`config.mk`:
```
export PLATFORM = sky130hd
export DESIGN_NAME = brsma_alu
export DESIGN_NICKNAME = d
export VERILOG_FILES = /design/src/core/brsma_pkg.sv /design/src/core/brsma_bcd_if.sv /design/src/core/brsma_bcd_addsub.sv /design/src/core/brsma_alu.sv
export VERILOG_INCLUDE_DIRS = /design/src /design/src/core
export SDC_FILE = /design/constraint.sdc
export NUM_CORES = 1
export LEC_CHECK = 0
export BUFFER_PORTS_ARGS = -buffer_cell sky130_fd_sc_hd__buf_4
export CORE_ASPECT_RATIO = 2
export CORE_UTILIZATION = 40
export CTS_CLUSTER_DIAMETER = 100
export DETAILED_ROUTE_END_ITERATION = 8
export PLACE_DENSITY = 0.53
export SLEW_MARGIN = 10
export SYNTH_ARGS = -nofsm -noshare
export SYNTH_HDL_FRONTEND = slang
export SYNTH_SLANG_ARGS = --single-unit
```
`constraint.sdc`:
```
create_clock -name clk -period 25.6 [get_ports clk]
set_clock_uncertainty 0.15 [all_clocks]
set_input_delay 5.12 -clock clk [delete_from_list [all_inputs] [get_ports clk]]
set_output_delay 5.12 -clock clk [all_outputs]
set_load 0.005 [all_outputs]
```
`src/core/brsma_defines.svh`:
```
`ifndef BRSMA_DEFINES_SVH
`define BRSMA_DEFINES_SVH

// reset values
`define BRSMA_ACC_RST     32'h0000_0000
`define BRSMA_FLAGS_RST   9'h000
// bcd layout
`define BRSMA_DIGITS      8
`define BRSMA_MUL_DIGITS  3'h4
// ieee single layout
`define BRSMA_SIGN_BIT    31
`define BRSMA_EXP_MSB     30
`define BRSMA_EXP_LSB     23
`define BRSMA_EXP_ALL1    8'hff
// addend this many times smaller is lost (2**24)
`define BRSMA_PREC_RATIO  16777216
// alignment shift at which the smaller mantissa is gone (24 bits + 1)
`define BRSMA_ALIGN_LIM   8'h19
`endif

```
`src/core/brsma_pkg.sv`:
```
package brsma_pkg;

  // operations issued by the sequencer
  typedef enum logic [2:0] {
    OP_BCD_SUBTRACT_WORD   = 3'h0,
    OP_BCD_SUBTRACT_DOUBLE = 3'h1,
    OP_REAL_SUBTRACT       = 3'h2,
    OP_REAL_ADD            = 3'h3,
    OP_BCD_MULTIPLY_WORD   = 3'h4,
    OP_LOAD                = 3'h5
  } brsma_op_e;

  // multiply sequencer, gray along idle-shift-add
  typedef enum logic [1:0] {
    BRSMA_ST_IDLE  = 2'h0,
    BRSMA_ST_SHIFT = 2'h1,
    BRSMA_ST_ADD   = 2'h3
  } brsma_st_e;

  typedef logic [31:0] brsma_word_t;

  // status flags as seen by the sequencer
  typedef struct packed {
    logic zero;
    logic borrow16;
    logic borrow32;
    logic negative;
    logic invalid_pointer;
    logic valid_float;
    logic sign_error;
    logic underflow;
    logic bad_operand;
  } brsma_flags_s;

  // true when every nibble is a decimal digit
  function automatic logic brsma_is_bcd(input brsma_word_t w);
    logic ok;
    ok = 1'b1;
    for (int i = 0; i < 8; i++) begin
      if (w[4*i +: 4] > 4'h9) ok = 1'b0;
    end
    return ok;
  endfunction : brsma_is_bcd

endpackage : brsma_pkg

```
`src/core/brsma_bcd_if.sv`:
```
`timescale 1ns/1ps
interface brsma_bcd_if;
  import brsma_pkg::*;
  brsma_word_t a;         // minuend or augend
  brsma_word_t b;         // subtrahend or addend
  logic        sub;       // high subtracts
  brsma_word_t res;       // decimal result
  logic        lo_carry;  // carry or borrow out of digit 3
  logic        hi_carry;  // carry or borrow out of digit 7
  modport user (output a, b, sub, input res, lo_carry, hi_carry);
  modport unit (input a, b, sub, output res, lo_carry, hi_carry);
endinterface : brsma_bcd_if

```
`src/core/brsma_bcd_addsub.sv`:
```
`timescale 1ns/1ps
module brsma_bcd_addsub #(
  parameter int DIGITS = 8
) (
  brsma_bcd_if.unit bus
);
  import brsma_pkg::*;

  logic [DIGITS:0] cy;  // digit carry / borrow chain
  assign cy[0] = 1'b0;

  // one decimal digit cell per nibble
  for (genvar g = 0; g < DIGITS; g++) begin : g_digit
    logic [4:0] raw;  // binary digit sum or difference
    logic [4:0] fix;  // decimal corrected digit
    logic       co;   // carry or borrow to the next digit
    always_comb begin
      if (bus.sub) begin
        raw = {1'b0, bus.a[4*g +: 4]} - {1'b0, bus.b[4*g +: 4]} - {4'h0, cy[g]};
        // negative digit wraps, adding ten restores it modulo sixteen
        co  = raw[4];
        fix = co ? raw + 5'h0a : raw;
      end else begin
        raw = {1'b0, bus.a[4*g +: 4]} + {1'b0, bus.b[4*g +: 4]} + {4'h0, cy[g]};
        co  = raw > 5'h09;
        fix = co ? raw - 5'h0a : raw;
      end
    end
    assign cy[g+1]              = co;
    assign bus.res[4*g +: 4]    = fix[3:0];
  end

  assign bus.lo_carry = cy[4];
  assign bus.hi_carry = cy[DIGITS];

endmodule : brsma_bcd_addsub

```
`src/core/brsma_alu.sv`:
```
`timescale 1ns/1ps
`include "brsma_defines.svh"
module brsma_alu (
  input  logic                  clk,                   // 200 MHz core clock
  input  logic                  sys_rst,               // async, active high
  input  logic                  clk_en,                // low freezes all state
  input  logic                  op_valid,              // sequencer issues an op
  input  brsma_pkg::brsma_op_e  op_code,               // operation
  input  brsma_pkg::brsma_word_t op_operand,           // memory word(s) or constant
  input  logic                  op_ptr_bad,            // pointer outside data memory
  output brsma_pkg::brsma_word_t acc,                  // accumulator
  output logic                  busy,                  // multiply in progress
  output logic                  done,                  // op complete, one cycle
  output logic                  zero_flag,
  output logic                  borrow16_flag,
  output logic                  borrow32_flag,
  output logic                  negative_flag,
  output logic                  invalid_pointer_flag,
  output logic                  valid_float_flag,
  output logic                  sign_error_flag,
  output logic                  underflow_flag,
  output logic                  bad_operand_flag
);
  import brsma_pkg::*;

  // architectural state
  brsma_word_t  acc_ff,    nxt_acc;     // accumulator
  brsma_flags_s flags_ff,  nxt_flags;   // status flags
  brsma_st_e    st_ff,     nxt_st;      // multiply sequencer
  brsma_op_e    op_ff,     nxt_op;      // last accepted op
  logic         busy_ff,   nxt_busy;
  logic         done_ff,   nxt_done;
  // multiply working state
  brsma_word_t  prod_ff,   nxt_prod;    // running product
  logic [15:0]  mcand_ff,  nxt_mcand;   // accumulator low half
  logic [15:0]  mplier_ff, nxt_mplier;  // operand digits, top first
  logic [2:0]   dcnt_ff,   nxt_dcnt;    // digits left
  logic [3:0]   rep_ff,    nxt_rep;     // adds left for this digit

  // shared decimal adder
  brsma_bcd_if bcd ();
  brsma_bcd_addsub #(.DIGITS(`BRSMA_DIGITS)) u_bcd (.bus(bcd));

  // operand checks
  logic accept;    // op taken this cycle
  logic is_real;   // op works on reals
  logic ok_word;   // both low halves decimal
  logic ok_dbl;    // both words decimal
  logic fp_ok;     // neither word is inf or nan
  assign accept  = op_valid && clk_en && !busy_ff;
  assign is_real = (op_code == OP_REAL_SUBTRACT) || (op_code == OP_REAL_ADD);
  assign ok_word = brsma_is_bcd({16'h0000, acc_ff[15:0]})
                && brsma_is_bcd({16'h0000, op_operand[15:0]});
  assign ok_dbl  = brsma_is_bcd(acc_ff) && brsma_is_bcd(op_operand);
  assign fp_ok   = (acc_ff[`BRSMA_EXP_MSB:`BRSMA_EXP_LSB] != `BRSMA_EXP_ALL1)
                && (op_operand[`BRSMA_EXP_MSB:`BRSMA_EXP_LSB] != `BRSMA_EXP_ALL1);

  // decimal adder input steering
  always_comb begin
    if (st_ff == BRSMA_ST_ADD) begin
      bcd.a   = prod_ff;                        // product plus multiplicand
      bcd.b   = {16'h0000, mcand_ff};
      bcd.sub = 1'b0;
    end else if (op_code == OP_BCD_SUBTRACT_DOUBLE) begin
      bcd.a   = acc_ff;
      bcd.b   = op_operand;
      bcd.sub = 1'b1;
    end else begin
      bcd.a   = {16'h0000, acc_ff[15:0]};
      bcd.b   = {16'h0000, op_operand[15:0]};
      bcd.sub = 1'b1;
    end
  end

  // real add / subtract, truncating, denormals read as zero
  logic        fs_a, fs_b, fs_big;   // signs
  logic [7:0]  fe_a, fe_b, fe_big;   // exponents
  logic [7:0]  fe_sml, fe_dif;
  logic [23:0] fm_a, fm_b, fm_big;   // mantissas with hidden one
  logic [23:0] fm_sml;
  logic [26:0] fx_sml, fx_sum;       // two guard bits
  logic [26:0] fx_norm;
  logic [9:0]  fx_exp;               // signed room for under/overflow
  logic [4:0]  f_lz;                 // leading zeros from bit 25 down
  brsma_word_t fp_res;
  logic        fp_ovf, fp_unf;
  always_comb begin
    fs_a = acc_ff[`BRSMA_SIGN_BIT];
    fe_a = acc_ff[`BRSMA_EXP_MSB:`BRSMA_EXP_LSB];
    fm_a = (fe_a == 8'h00) ? 24'h000000 : {1'b1, acc_ff[22:0]};
    // subtract flips the operand sign
    fs_b = op_operand[`BRSMA_SIGN_BIT] ^ (op_code == OP_REAL_SUBTRACT);
    fe_b = op_operand[`BRSMA_EXP_MSB:`BRSMA_EXP_LSB];
    fm_b = (fe_b == 8'h00) ? 24'h000000 : {1'b1, op_operand[22:0]};
    // larger magnitude leads and lends its sign
    if ({fe_a, fm_a} >= {fe_b, fm_b}) begin
      fs_big = fs_a; fe_big = fe_a; fm_big = fm_a; fe_sml = fe_b; fm_sml = fm_b;
    end else begin
      fs_big = fs_b; fe_big = fe_b; fm_big = fm_b; fe_sml = fe_a; fm_sml = fm_a;
    end
    fe_dif = fe_big - fe_sml;
    // an addend beyond the mantissa width is dropped
    fx_sml = (fe_dif >= `BRSMA_ALIGN_LIM) ? 27'h0 : ({1'b0, fm_sml, 2'b00} >> fe_dif);
    fx_sum = (fs_a ^ fs_b) ? {1'b0, fm_big, 2'b00} - fx_sml
                           : {1'b0, fm_big, 2'b00} + fx_sml;
    // leading one position, highest set bit wins
    f_lz = 5'h00;
    for (int i = 0; i < 26; i++) begin
      if (fx_sum[i]) f_lz = 5'(25 - i);
    end
    if (fx_sum[26]) begin
      fx_norm = fx_sum >> 1;
      fx_exp  = {2'b00, fe_big} + 10'h001;
    end else begin
      fx_norm = fx_sum << f_lz;
      fx_exp  = {2'b00, fe_big} - {5'h00, f_lz};
    end
    fp_ovf = 1'b0;
    fp_unf = 1'b0;
    if (fx_sum == 27'h0) begin
      fp_res = `BRSMA_ACC_RST;                  // exact cancellation gives +0
    end else if (fx_exp[9] || (fx_exp == 10'h000)) begin
      fp_unf = 1'b1;
      fp_res = {fs_big, 31'h0};
    end else if (fx_exp >= {2'b00, `BRSMA_EXP_ALL1}) begin
      fp_ovf = 1'b1;
      fp_res = {fs_big, `BRSMA_EXP_ALL1, 23'h0};
    end else begin
      fp_res = {fs_big, fx_exp[7:0], fx_norm[24:2]};
    end
  end

  // next state of accumulator, flags and multiply sequencer
  logic        fin;       // op completes this cycle
  logic        fin_real;  // completing op was real
  brsma_word_t fin_acc;   // value the accumulator takes
  always_comb begin
    nxt_acc    = acc_ff;
    nxt_flags  = flags_ff;
    nxt_st     = st_ff;
    nxt_op     = op_ff;
    nxt_busy   = busy_ff;
    nxt_done   = 1'b0;
    nxt_prod   = prod_ff;
    nxt_mcand  = mcand_ff;
    nxt_mplier = mplier_ff;
    nxt_dcnt   = dcnt_ff;
    nxt_rep    = rep_ff;
    fin        = 1'b0;
    fin_real   = 1'b0;
    fin_acc    = acc_ff;
    unique case (st_ff)
      BRSMA_ST_IDLE: begin
        if (accept) begin
          nxt_op   = op_code;
          fin      = 1'b1;
          fin_real = is_real;
          nxt_flags.invalid_pointer = op_ptr_bad;
          // a bad pointer leaves the accumulator alone
          if (!op_ptr_bad) begin
            unique case (op_code)
              OP_BCD_SUBTRACT_WORD: begin
                nxt_flags.bad_operand = !ok_word;
                if (ok_word) begin
                  fin_acc            = bcd.res;
                  nxt_flags.borrow16 = bcd.lo_carry;
                end
              end
              OP_BCD_SUBTRACT_DOUBLE: begin
                nxt_flags.bad_operand = !ok_dbl;
                if (ok_dbl) begin
                  fin_acc            = bcd.res;
                  nxt_flags.borrow16 = bcd.lo_carry;
                  nxt_flags.borrow32 = bcd.hi_carry;
                end
              end
              OP_REAL_SUBTRACT, OP_REAL_ADD: begin
                nxt_flags.bad_operand = !fp_ok;
                if (fp_ok) begin
                  fin_acc              = fp_res;
                  nxt_flags.sign_error = fp_ovf;
                  nxt_flags.underflow  = fp_unf;
                end
              end
              OP_BCD_MULTIPLY_WORD: begin
                nxt_flags.bad_operand = !ok_word;
                if (ok_word) begin
                  fin        = 1'b0;
                  nxt_busy   = 1'b1;
                  nxt_st     = BRSMA_ST_SHIFT;
                  nxt_mcand  = acc_ff[15:0];
                  nxt_mplier = op_operand[15:0];
                  nxt_prod   = `BRSMA_ACC_RST;
                  nxt_dcnt   = `BRSMA_MUL_DIGITS;
                end
              end
              OP_LOAD: begin
                fin_acc = op_operand;                 // preset accumulator
              end
              default: begin
                fin_acc = acc_ff;                     // unknown op: no change
              end
            endcase
          end
        end
      end
      BRSMA_ST_SHIFT: begin
        if (dcnt_ff == 3'h0) begin
          fin     = 1'b1;                             // product complete
          fin_acc = prod_ff;
        end else begin
          // product times ten, next multiplier digit
          nxt_prod   = {prod_ff[27:0], 4'h0};
          nxt_rep    = mplier_ff[15:12];
          nxt_mplier = {mplier_ff[11:0], 4'h0};
          nxt_dcnt   = dcnt_ff - 3'h1;
          nxt_st     = BRSMA_ST_ADD;
        end
      end
      BRSMA_ST_ADD: begin
        if (rep_ff == 4'h0) begin
          nxt_st = BRSMA_ST_SHIFT;
        end else begin
          nxt_prod = bcd.res;                         // add multiplicand once
          nxt_rep  = rep_ff - 4'h1;
        end
      end
      default: begin
        nxt_st   = BRSMA_ST_IDLE;                     // illegal code recovers
        nxt_busy = 1'b0;
      end
    endcase
    // completion updates accumulator and result flags together
    if (fin) begin
      nxt_acc  = fin_acc;
      nxt_done = 1'b1;
      nxt_busy = 1'b0;
      nxt_st   = BRSMA_ST_IDLE;
      nxt_flags.zero     = fin_real ? (fin_acc[30:0] == 31'h0)
                                    : (fin_acc == `BRSMA_ACC_RST);
      nxt_flags.negative = fin_acc[`BRSMA_SIGN_BIT];
      if (fin_real) begin
        nxt_flags.valid_float =
          fin_acc[`BRSMA_EXP_MSB:`BRSMA_EXP_LSB] != `BRSMA_EXP_ALL1;
      end
    end
  end

  // state registers
  always_ff @(posedge clk or posedge sys_rst) begin
    if (sys_rst) begin
      acc_ff    <= `BRSMA_ACC_RST;
      flags_ff  <= `BRSMA_FLAGS_RST;
      st_ff     <= BRSMA_ST_IDLE;
      op_ff     <= OP_LOAD;
      busy_ff   <= 1'b0;
      done_ff   <= 1'b0;
      prod_ff   <= `BRSMA_ACC_RST;
      mcand_ff  <= 16'h0000;
      mplier_ff <= 16'h0000;
      dcnt_ff   <= 3'h0;
      rep_ff    <= 4'h0;
    end else if (clk_en) begin
      acc_ff    <= nxt_acc;
      flags_ff  <= nxt_flags;
      st_ff     <= nxt_st;
      op_ff     <= nxt_op;
      busy_ff   <= nxt_busy;
      done_ff   <= nxt_done;
      prod_ff   <= nxt_prod;
      mcand_ff  <= nxt_mcand;
      mplier_ff <= nxt_mplier;
      dcnt_ff   <= nxt_dcnt;
      rep_ff    <= nxt_rep;
    end
  end

  // outputs straight from registers
  assign acc                  = acc_ff;
  assign busy                 = busy_ff;
  assign done                 = done_ff;
  assign zero_flag            = flags_ff.zero;
  assign borrow16_flag        = flags_ff.borrow16;
  assign borrow32_flag        = flags_ff.borrow32;
  assign negative_flag        = flags_ff.negative;
  assign invalid_pointer_flag = flags_ff.invalid_pointer;
  assign valid_float_flag     = flags_ff.valid_float;
  assign sign_error_flag      = flags_ff.sign_error;
  assign underflow_flag       = flags_ff.underflow;
  assign bad_operand_flag     = flags_ff.bad_operand;
endmodule : brsma_alu

```
* Yosys cells after proc, flatten, opt, wreduce, memory -nomap -nowiden *
Cells that the tools add are included.

storage, ports and cells
  flip-flop bits (word level) = 116
  output and inout bits = 43
  word-level logic and storage cells = 325

cells by class
  add/sub/neg operators = 53
  $lt $le $gt $ge = 27
  eq/ne operators = 25
  shift operators = 2
  multiplexer cells = 155
  bitwise gates (word level) = 3
  reduce and logical (&&, ||, !) cells = 42

operators by type and width
  operator                                                                          number
  32-bit two-way mux                                                                17
  5-bit two-way mux                                                                 26
  32-bit one-hot mux with 4 select lines                                            1
  4-bit two-way mux                                                                 26
  24-bit two-way mux                                                                4
  32-bit one-hot mux with 3 select lines                                            1
  16-bit two-way mux                                                                5
  4-bit greater-than comparator (second input constant)                             16
  32-bit one-hot mux with 2 select lines                                            1
  31-bit two-way mux                                                                2
  27-bit two-way mux                                                                2
  1-bit two-way mux                                                                 45
  4-bit by 4-bit adder with 5-bit output                                            8
  5-bit by 4-bit greater-than comparator with 1-bit output (second input constant)  8
  4-bit by 4-bit subtractor with 5-bit output                                       8
  5-bit by 1-bit adder with 5-bit output                                            7
  5-bit by 1-bit subtractor with 5-bit output                                       7
  4-bit adder (second input constant)                                               8
  32-bit greater-or-equal comparator                                                1
  32-bit zero test                                                                  1
  16-bit one-hot mux with 2 select lines                                            1
  4-bit subtractor (second input constant)                                          8
  31-bit zero test                                                                  1
  26-bit by 27-bit adder with 27-bit output                                         1
  51 further kinds                                                                  102

* Depth between registers and ports, before layout *
Gate-level depths: netlist of the first run.

  depth in word-level cells = 48
  gate-level depth with buffers = 90
  depth with buffers taken out = 84

* Hierarchy *
Synthesis of the first run repeated with hierarchy kept, for this count alone.

unflattened totals
  cell total of the unflattened synthesis = 3069
  area total of the unflattened synthesis = 21743.4 um^2

by module, submodules not included
  module            instances  cells an instance  area an instance (um^2)  sequential area each (um^2)
  brsma_alu         1          2491               17127.7                  2877.8
  brsma_bcd_addsub  1          578                4615.7                   0.0

* Worst setup path before layout of the first run *
OpenSTA, ideal clock, no wires.

  path kind = input -> register
  start = input op_operand[0]
  end = register flags_ff, in the netlist zero_flag
  setup time = 0.092 ns
  data arrival time = 20.963 ns
  path slack = 4.396 ns
  stages = 74
  path buffers = 0
  cell sequence = nand2_1 > nand2_1 > ha_1 > inv_1 > fa_1 > xor2_1 > nand2_1 > a21oi_1 > o21ai_0 > fa_1 > fa_1 > xnor2_1 > and2_1 > o21ai_0 > nor2_1 > a21oi_1 > fa_1 > fa_1 > [... 38 more ...] > xnor2_1 > ha_1 > a311oi_1 > a211o_1 > nor2b_1 > xnor2_1 > nand2_1 > o21ai_0 > a222oi_1 > nor2_1 > a21oi_1 > a31oi_1 > or4b_1 > nand4b_1 > a211oi_2 > nand4b_1 > or4_1 > o31ai_2

on the way
  word-level cells in the longest chain between the ends = 47
  elaborated cells on any way between the ends = 152
  those cells by class = add/sub (37); order compare (12); shift (2); mux (93); reduce/logical (8)

ends and longest elaborated chain
  item                                                                             line              text
  from (decl)                                                                      brsma_alu.sv:9    input brsma_pkg::brsma_word_t op_operand,
  branches (longest 47 deep; another with 4-bit by 4-bit adder with 5-bit output)  n/a
  to (signal assigned)                                                             brsma_alu.sv:253  flags_ff <= `BRSMA_FLAGS_RST;
  to (signal assigned)                                                             brsma_alu.sv:265  flags_ff <= nxt_flags;
  to (decl)                                                                        brsma_alu.sv:28   brsma_flags_s flags_ff, nxt_flags;

Parallel ways; which one is timed is not known.
A chain may end at the register's enable or synchronous reset.

* Worst setup path after layout of the first run *
Same ends and word-level chain as after synthesis.

==> results of run 1 <==
-- cell families (layout without fill, tap and decap cells) --
group	after synthesis	in the layout	share of synthesized area, %
flops	115	115	13.79
fa+ha+maj	197	197	12.96
compound gates	951	951	30.01
xor+xnor	105	105	4.406
simple gates	1084	1084	24.03
other cells	0	3	0
mux	143	143	7.674
buf+inv	383	368	7.128
-- final timing paths --
kind / startpoint / end / slack [ps]
max reg2reg: st_ff[1]$_DFFE_PP0P_ / zero_flag$_DFFE_PP0P_ / 5900
max in group asynchronous: sys_rst / acc[31]$_DFFE_PP0P_ / 19550
max: op_operand[0] / zero_flag$_DFFE_PP0P_ / 2500
min reg2reg: mplier_ff[10]$_DFFE_PP0P_ / mplier_ff[10]$_DFFE_PP0P_ / 330
min in group asynchronous: sys_rst / mplier_ff[8]$_DFFE_PP0P_ / 4600
min: mplier_ff[10]$_DFFE_PP0P_ / mplier_ff[10]$_DFFE_PP0P_ / 330
-- flip-flops by register name, summed over array words and instances, names as in the netlist, 3 cells and up, named ones only --
| signal | cells |
|---|---|
| acc | 32 |
| dcnt_ff | 3 |
| mcand_ff | 16 |
| mplier_ff | 16 |
| prod_ff | 32 |
| rep_ff | 4 |
-- cells in the mapped netlist, types with 16 or more instances --
cell type,instances
a211oi_1,38
a21o_1,36
a21oi_1,201
a222oi_1,19
a22oi_1,48
a31oi_1,16
and2_1,46
buf_1,27
buf_2,21
clkbuf_1,156
dfrtp_1,115
fa_1,32
ha_1,165
inv_1,170
mux2_2,43
mux2i_1,90
nand2_1,464
nand2b_1,23
nand3_1,67
nand4_1,30
nor2_1,232
nor3_1,69
nor4_1,26
o211ai_1,32
o21a_1,19
o21ai_0,301
o21bai_1,18
o31ai_1,25
or3_1,23
xnor2_1,75
xor2_1,30
-- power groups by stage --
stage	Clock (mW)	Sequential (mW)	Combinational, mW
floorplan	0	0.217	0.899
global placement	0	0.241	1.33
detailed placement	0	0.241	1.33
CTS	0.279	0.238	1.34
global route	0.286	0.241	1.49
finish	0.276	0.241	1.40
-- critical path, delay by kind of cell --
family                   cells  cell delay, ps
buffers and inverters        7             500
multiplexers                 1             300
adder cells (fa/ha/maj)     18            6800
AND/OR/NAND/NOR             18            3350
AO/OA/AOI/OAI               22            5260
XOR/XNOR                     9            2020
-- final cells by class --
cell class | instances | area [µm²] | share of cell area, %
Tap cell | 660 | 825.8 | 3.615
Multi-Input combinational cell | 2480 | 16580 | 72.59
Timing Repair Buffer | 164 | 1229 | 5.378
Antenna cell | 3 | 7.507 | 0.03286
Inverter | 174 | 658.1 | 2.881
Clock buffer | 30 | 664.4 | 2.908
Sequential cell | 115 | 2878 | 12.60
-- per-layer routing --
| metal | share of wire, % | wire length, µm | GRT usage (%) |
|---|---|---|---|
| met2 | 49 | 52420 | 68.30 |
| met4 | 10 | 11030 | 35.00 |
| met1 | 34 | 36170 | 40.57 |
| met5 | 0.073 | 78 | 0 |
| met3 | 6.8 | 7296 | 9.116 |
==> flow_summary.yaml, run 1 <==
place:
  place_worst_setup_slack_ps: 2064
  place_inst: 3587
  dp_hpwl_mm: 82.99
  finalWeightedCongestion: 1.050
  place_area_um2: 22110
  numPortBuffers: 82
final_layout:
  final_design_area_no_fill_um2: 22850
  layout_commonest_cell: "nand2_1"
  utilization_pct: 44.21
  n_fill_cell: 5438
  drive_gt1_share_pct: 10.93
  mostFrequentLayoutCells: "nand2_1 (462), o21ai_0 (298), nor2_1 (231), a21oi_1 (200), inv_1 (169)"
  finish.net_count: 3197
  syn2layout_area_growth_pct: 9.467
  fin_cells: 3626
floorplan:
  dieArea_um2: 53150
  boundaryPins: 83
  die_width_um: 163.5
  coreArea_um2: 51670
  start_util_pct: 40.39
  fp.dieH_um: 325.0
  rows: 118
setup_path:
  cp_slowest_cell: "or4_1"
  startpoint_type: "input port"
  max_stage_delay_ps: 560
  cp_data_arrival_time_ps: 23350
  crit_path_max_fanout: 4
  cp_common_cell: "fa_1"
  critPathCaptureType: "flip-flop"
  rr_worst_depth: 77
  worstPathRequired_ps: 25850
  crit_type: "input port to flip-flop"
logic_synthesis:
  synth-edff-count: 0
  ys.warnings.count: 0
  yosys.cell_types.count: 105
  ys_seq_area_share_pct: 13.79
  ys_async_sr_fraction_pct: 100.0
  synth_nets: 3215
  avgSynthCellArea_um2: 7.008
  syn_area_um2: 20870
  synthTopCellsByArea: "dfrtp_1 (14%), ha_1 (9.9%), nand2_1 (8.3%)"
  synth_top_area_share_pct: 13.79
  yosysTopAreaCell: "dfrtp_1"
  ys_ff_latch: 115
  synth_flop_cell: "dfrtp_1"
  synthCells: 2978
pwr:
  power.density_nw_per_um2: 83.78
  cell_internal_pwr_uw: 853.1
  vdd.ir_drop.worst_mv: 0.07438
  clkPwrFrac_pct: 14.4
  switching_share_pct: 55.43
  p_sw_mw: 1.061
  power.total_mw: 1.914
  p_leak_nw: 10.02
  seqPwrFrac_pct: 12.6
  power_frac_comb_pct: 73.0
detailed_routing:
  wl_per_cell_um: 29.51
  ant_nets: 0
  vias_per_cell: 6.615
  drt_iter0_drc: 2550
  vias: 23990
  drtPass1Iterations: 9
  drcViolationCount: 6
  wirelength_mm: 107.0
timing:
  hold_ws_ps: 326.9
  final.min_clock_period_ps: 23100
  tightest_slew_ps: 1314
  setup_tns_ps: 0
  period_share_pct: 90.24
  finalHoldViolations: 0
  drv_slew: 0
  rsz0062_at_grt: "no"
  max_freq_mhz: 43.29
  slew_headroom_pct: 11.76
  setup_slack_ps: 2499
  final-setup-viol-count: 0
status:
  status: "complete, but fails checks"
  violations: "DRC"
clock_network:
  h-tree-depth: 4
  cts_tree: "built"
  clock_sinks: 115
  root_buffer: "clkbuf_16"
  ctsHoldBuffers: 0
  cts_resized: 0
  cts_setup_buffers: 0
  worstSkewPairLatency_ps: 510
  cts_buffer_depth: 3
  cts.clk_slew.worst_paths_ps: 50
  numCtsBuffers: 25
worst_hold_path:
  hold_class: "flip-flop to flip-flop"
  hold_depth: 2
grt:
  grt_pass1_vias: 23130
  grt_antenna_before_repair: 6
  grt_pass1_wl_mm: 154.4
  track_usage_pct: 40.14
  grt_max_degree: 78
  grt_overflow_total: 0
job:
  cap_viol_max_count: 0
Power figures use the tool's default switching activity.
==> run 2: changes to the inputs <==
==> constraint.sdc (replaced) <==
create_clock -name clk -period 25.6 [get_ports clk]
set_clock_uncertainty 0.15 [all_clocks]
set_input_delay 1.28 -clock clk [delete_from_list [all_inputs] [get_ports clk]]
set_output_delay 1.28 -clock clk [all_outputs]
set_load 0.005 [all_outputs]
==> flow_summary.yaml, run 2 (synthesis results as in run 1) <==
status:
  status: "finished clean"
detailed_routing:
  vias: 23880
  drt_iter0_drc: 2237
  drcViolationCount: 0
  wirelength_mm: 109.6
  wl_per_cell_um: 30.29
  ant_nets: 0
  vias_per_cell: 6.597
  drtPass1Iterations: 7
setup_path:
  critPathCaptureType: "flip-flop"
  cp_slowest_cell: "dfrtp_1"
  startpoint_type: "flip-flop"
  cp_data_arrival_time_ps: 20070
  max_stage_delay_ps: 760
  crit_path_max_fanout: 21
  crit_type: "flip-flop to flip-flop"
  worstPathRequired_ps: 25860
  cp_common_cell: "fa_1"
final_layout:
  mostFrequentLayoutCells: "nand2_1 (462), o21ai_0 (299), nor2_1 (231), a21oi_1 (200), inv_1 (169)"
  syn2layout_area_growth_pct: 9.251
  layout_commonest_cell: "nand2_1"
  finish.net_count: 3190
  drive_gt1_share_pct: 10.78
  fin_cells: 3619
  n_fill_cell: 5485
timing:
  tightest_slew_ps: 1383
  final.min_clock_period_ps: 19810
  final-setup-viol-count: 0
  period_share_pct: 77.38
  max_freq_mhz: 50.48
  setup_slack_ps: 5790
  finalHoldViolations: 0
  drv_slew: 0
  slew_headroom_pct: 6.837
  setup_tns_ps: 0
  rsz0062_at_grt: "no"
clock_network:
  cts_buffer_depth: 3
  worstSkewPairLatency_ps: 510
  cts.clk_slew.worst_paths_ps: 60
  cts_tree: "built"
  numCtsBuffers: 25
  root_buffer: "clkbuf_16"
  cts_setup_buffers: 0
  cts_resized: 0
  clock_sinks: 115
  h-tree-depth: 4
  ctsHoldBuffers: 0
grt:
  grt_overflow_total: 0
  grt_max_degree: 78
  grt.met2_usage_pct: 70.15
  track_usage_pct: 41.11
  use_met1_pct: 40.54
  grt_pass1_wl_mm: 158.3
  grt_pass1_vias: 23750
  gr-usage-met3_pct: 10.02
  grt_antenna_before_repair: 8
  busiest_layer: "met2"
floorplan:
  boundaryPins: 83
  start_util_pct: 40.39
  fp.dieH_um: 325.0
  coreArea_um2: 51670
  rows: 118
  dieArea_um2: 53150
  die_width_um: 163.5
worst_hold_path:
  hold_class: "flip-flop to flip-flop"
pwr:
  vdd.ir_drop.worst_mv: 0.06843
  power.density_nw_per_um2: 84.19
  p_leak_nw: 9.989
  power.total_mw: 1.920
place:
  dp_hpwl_mm: 84.14
  numPortBuffers: 82
  place_inst: 3583
  place_worst_setup_slack_ps: 5966
  finalWeightedCongestion: 1.017
job:
  cap_viol_max_count: 0
## run 2: area by class of cell
cell class	instances	area, µm²	area share, %
multi-input cells	2480	16590	72.74
flip-flops and latches	115	2878	12.62
repair buffers	157	1176	5.158
well taps	660	825.8	3.622
clock buffers	30	664.4	2.914
inverters	174	658.1	2.886
clock inverters	2	10.01	0.04390
diodes	1	2.502	0.01098
## run 2: power by group
group	leakage [nW]	total (mW)	switching [mW]	internal, mW
clock	0.334	0.282	0.103	0.179
sequential	1.56	0.240	0.0410	0.199
combinational	8.10	1.40	0.928	0.469
total	9.99	1.92	1.07	0.848
## run 2: worst paths after layout
path / start / endpoint / slack [ps] / cells after the start
setup / recovery: flip-flop / zero_flag$_DFFE_PP0P_ / 5790 / 75
hold / removal: mplier_ff[10]$_DFFE_PP0P_ / mplier_ff[10]$_DFFE_PP0P_ / 330 / 2
setup reg to reg: flip-flop / zero_flag$_DFFE_PP0P_ / 5790 / 75
hold reg to reg: mplier_ff[10]$_DFFE_PP0P_ / mplier_ff[10]$_DFFE_PP0P_ / 330 / 2
max in group asynchronous: sys_rst / prod_ff[28]$_DFFE_PP0P_ / 23280 / 3
min in group asynchronous: sys_rst / mcand_ff[8]$_DFFE_PP0P_ / 690 / 2
## run 2: metrics by stage
step	hold slack (ps)	instance area [µm²]	util (%)
4_1_cts	338.7	22760	44.05
2_1_floorplan	294.7	20870	-
5_1_grt	360.2	22800	44.12
3_3_place_gp	313.9	22090	42.75
3_5_place_dp	324.9	22090	42.75
6_report	332.9	22800	44.12
## run 2: worst max-delay path, delay by kind of cell, from the launching register on
family / cells / cell delay, ps
buf+inv: 7 / 480
simple gates: 17 / 3760
mux: 2 / 480
fa+ha+maj: 18 / 6740
xor+xnor: 9 / 1990
compound gates: 22 / 5320
flops: 1 / 760
## run 2: routing by layer
layer,vias to the layer above,wire (µm)
li1,10690,-
met4,8,11700
met1,11460,36610
met5,-,61
met3,505,8192
met2,1214,53050
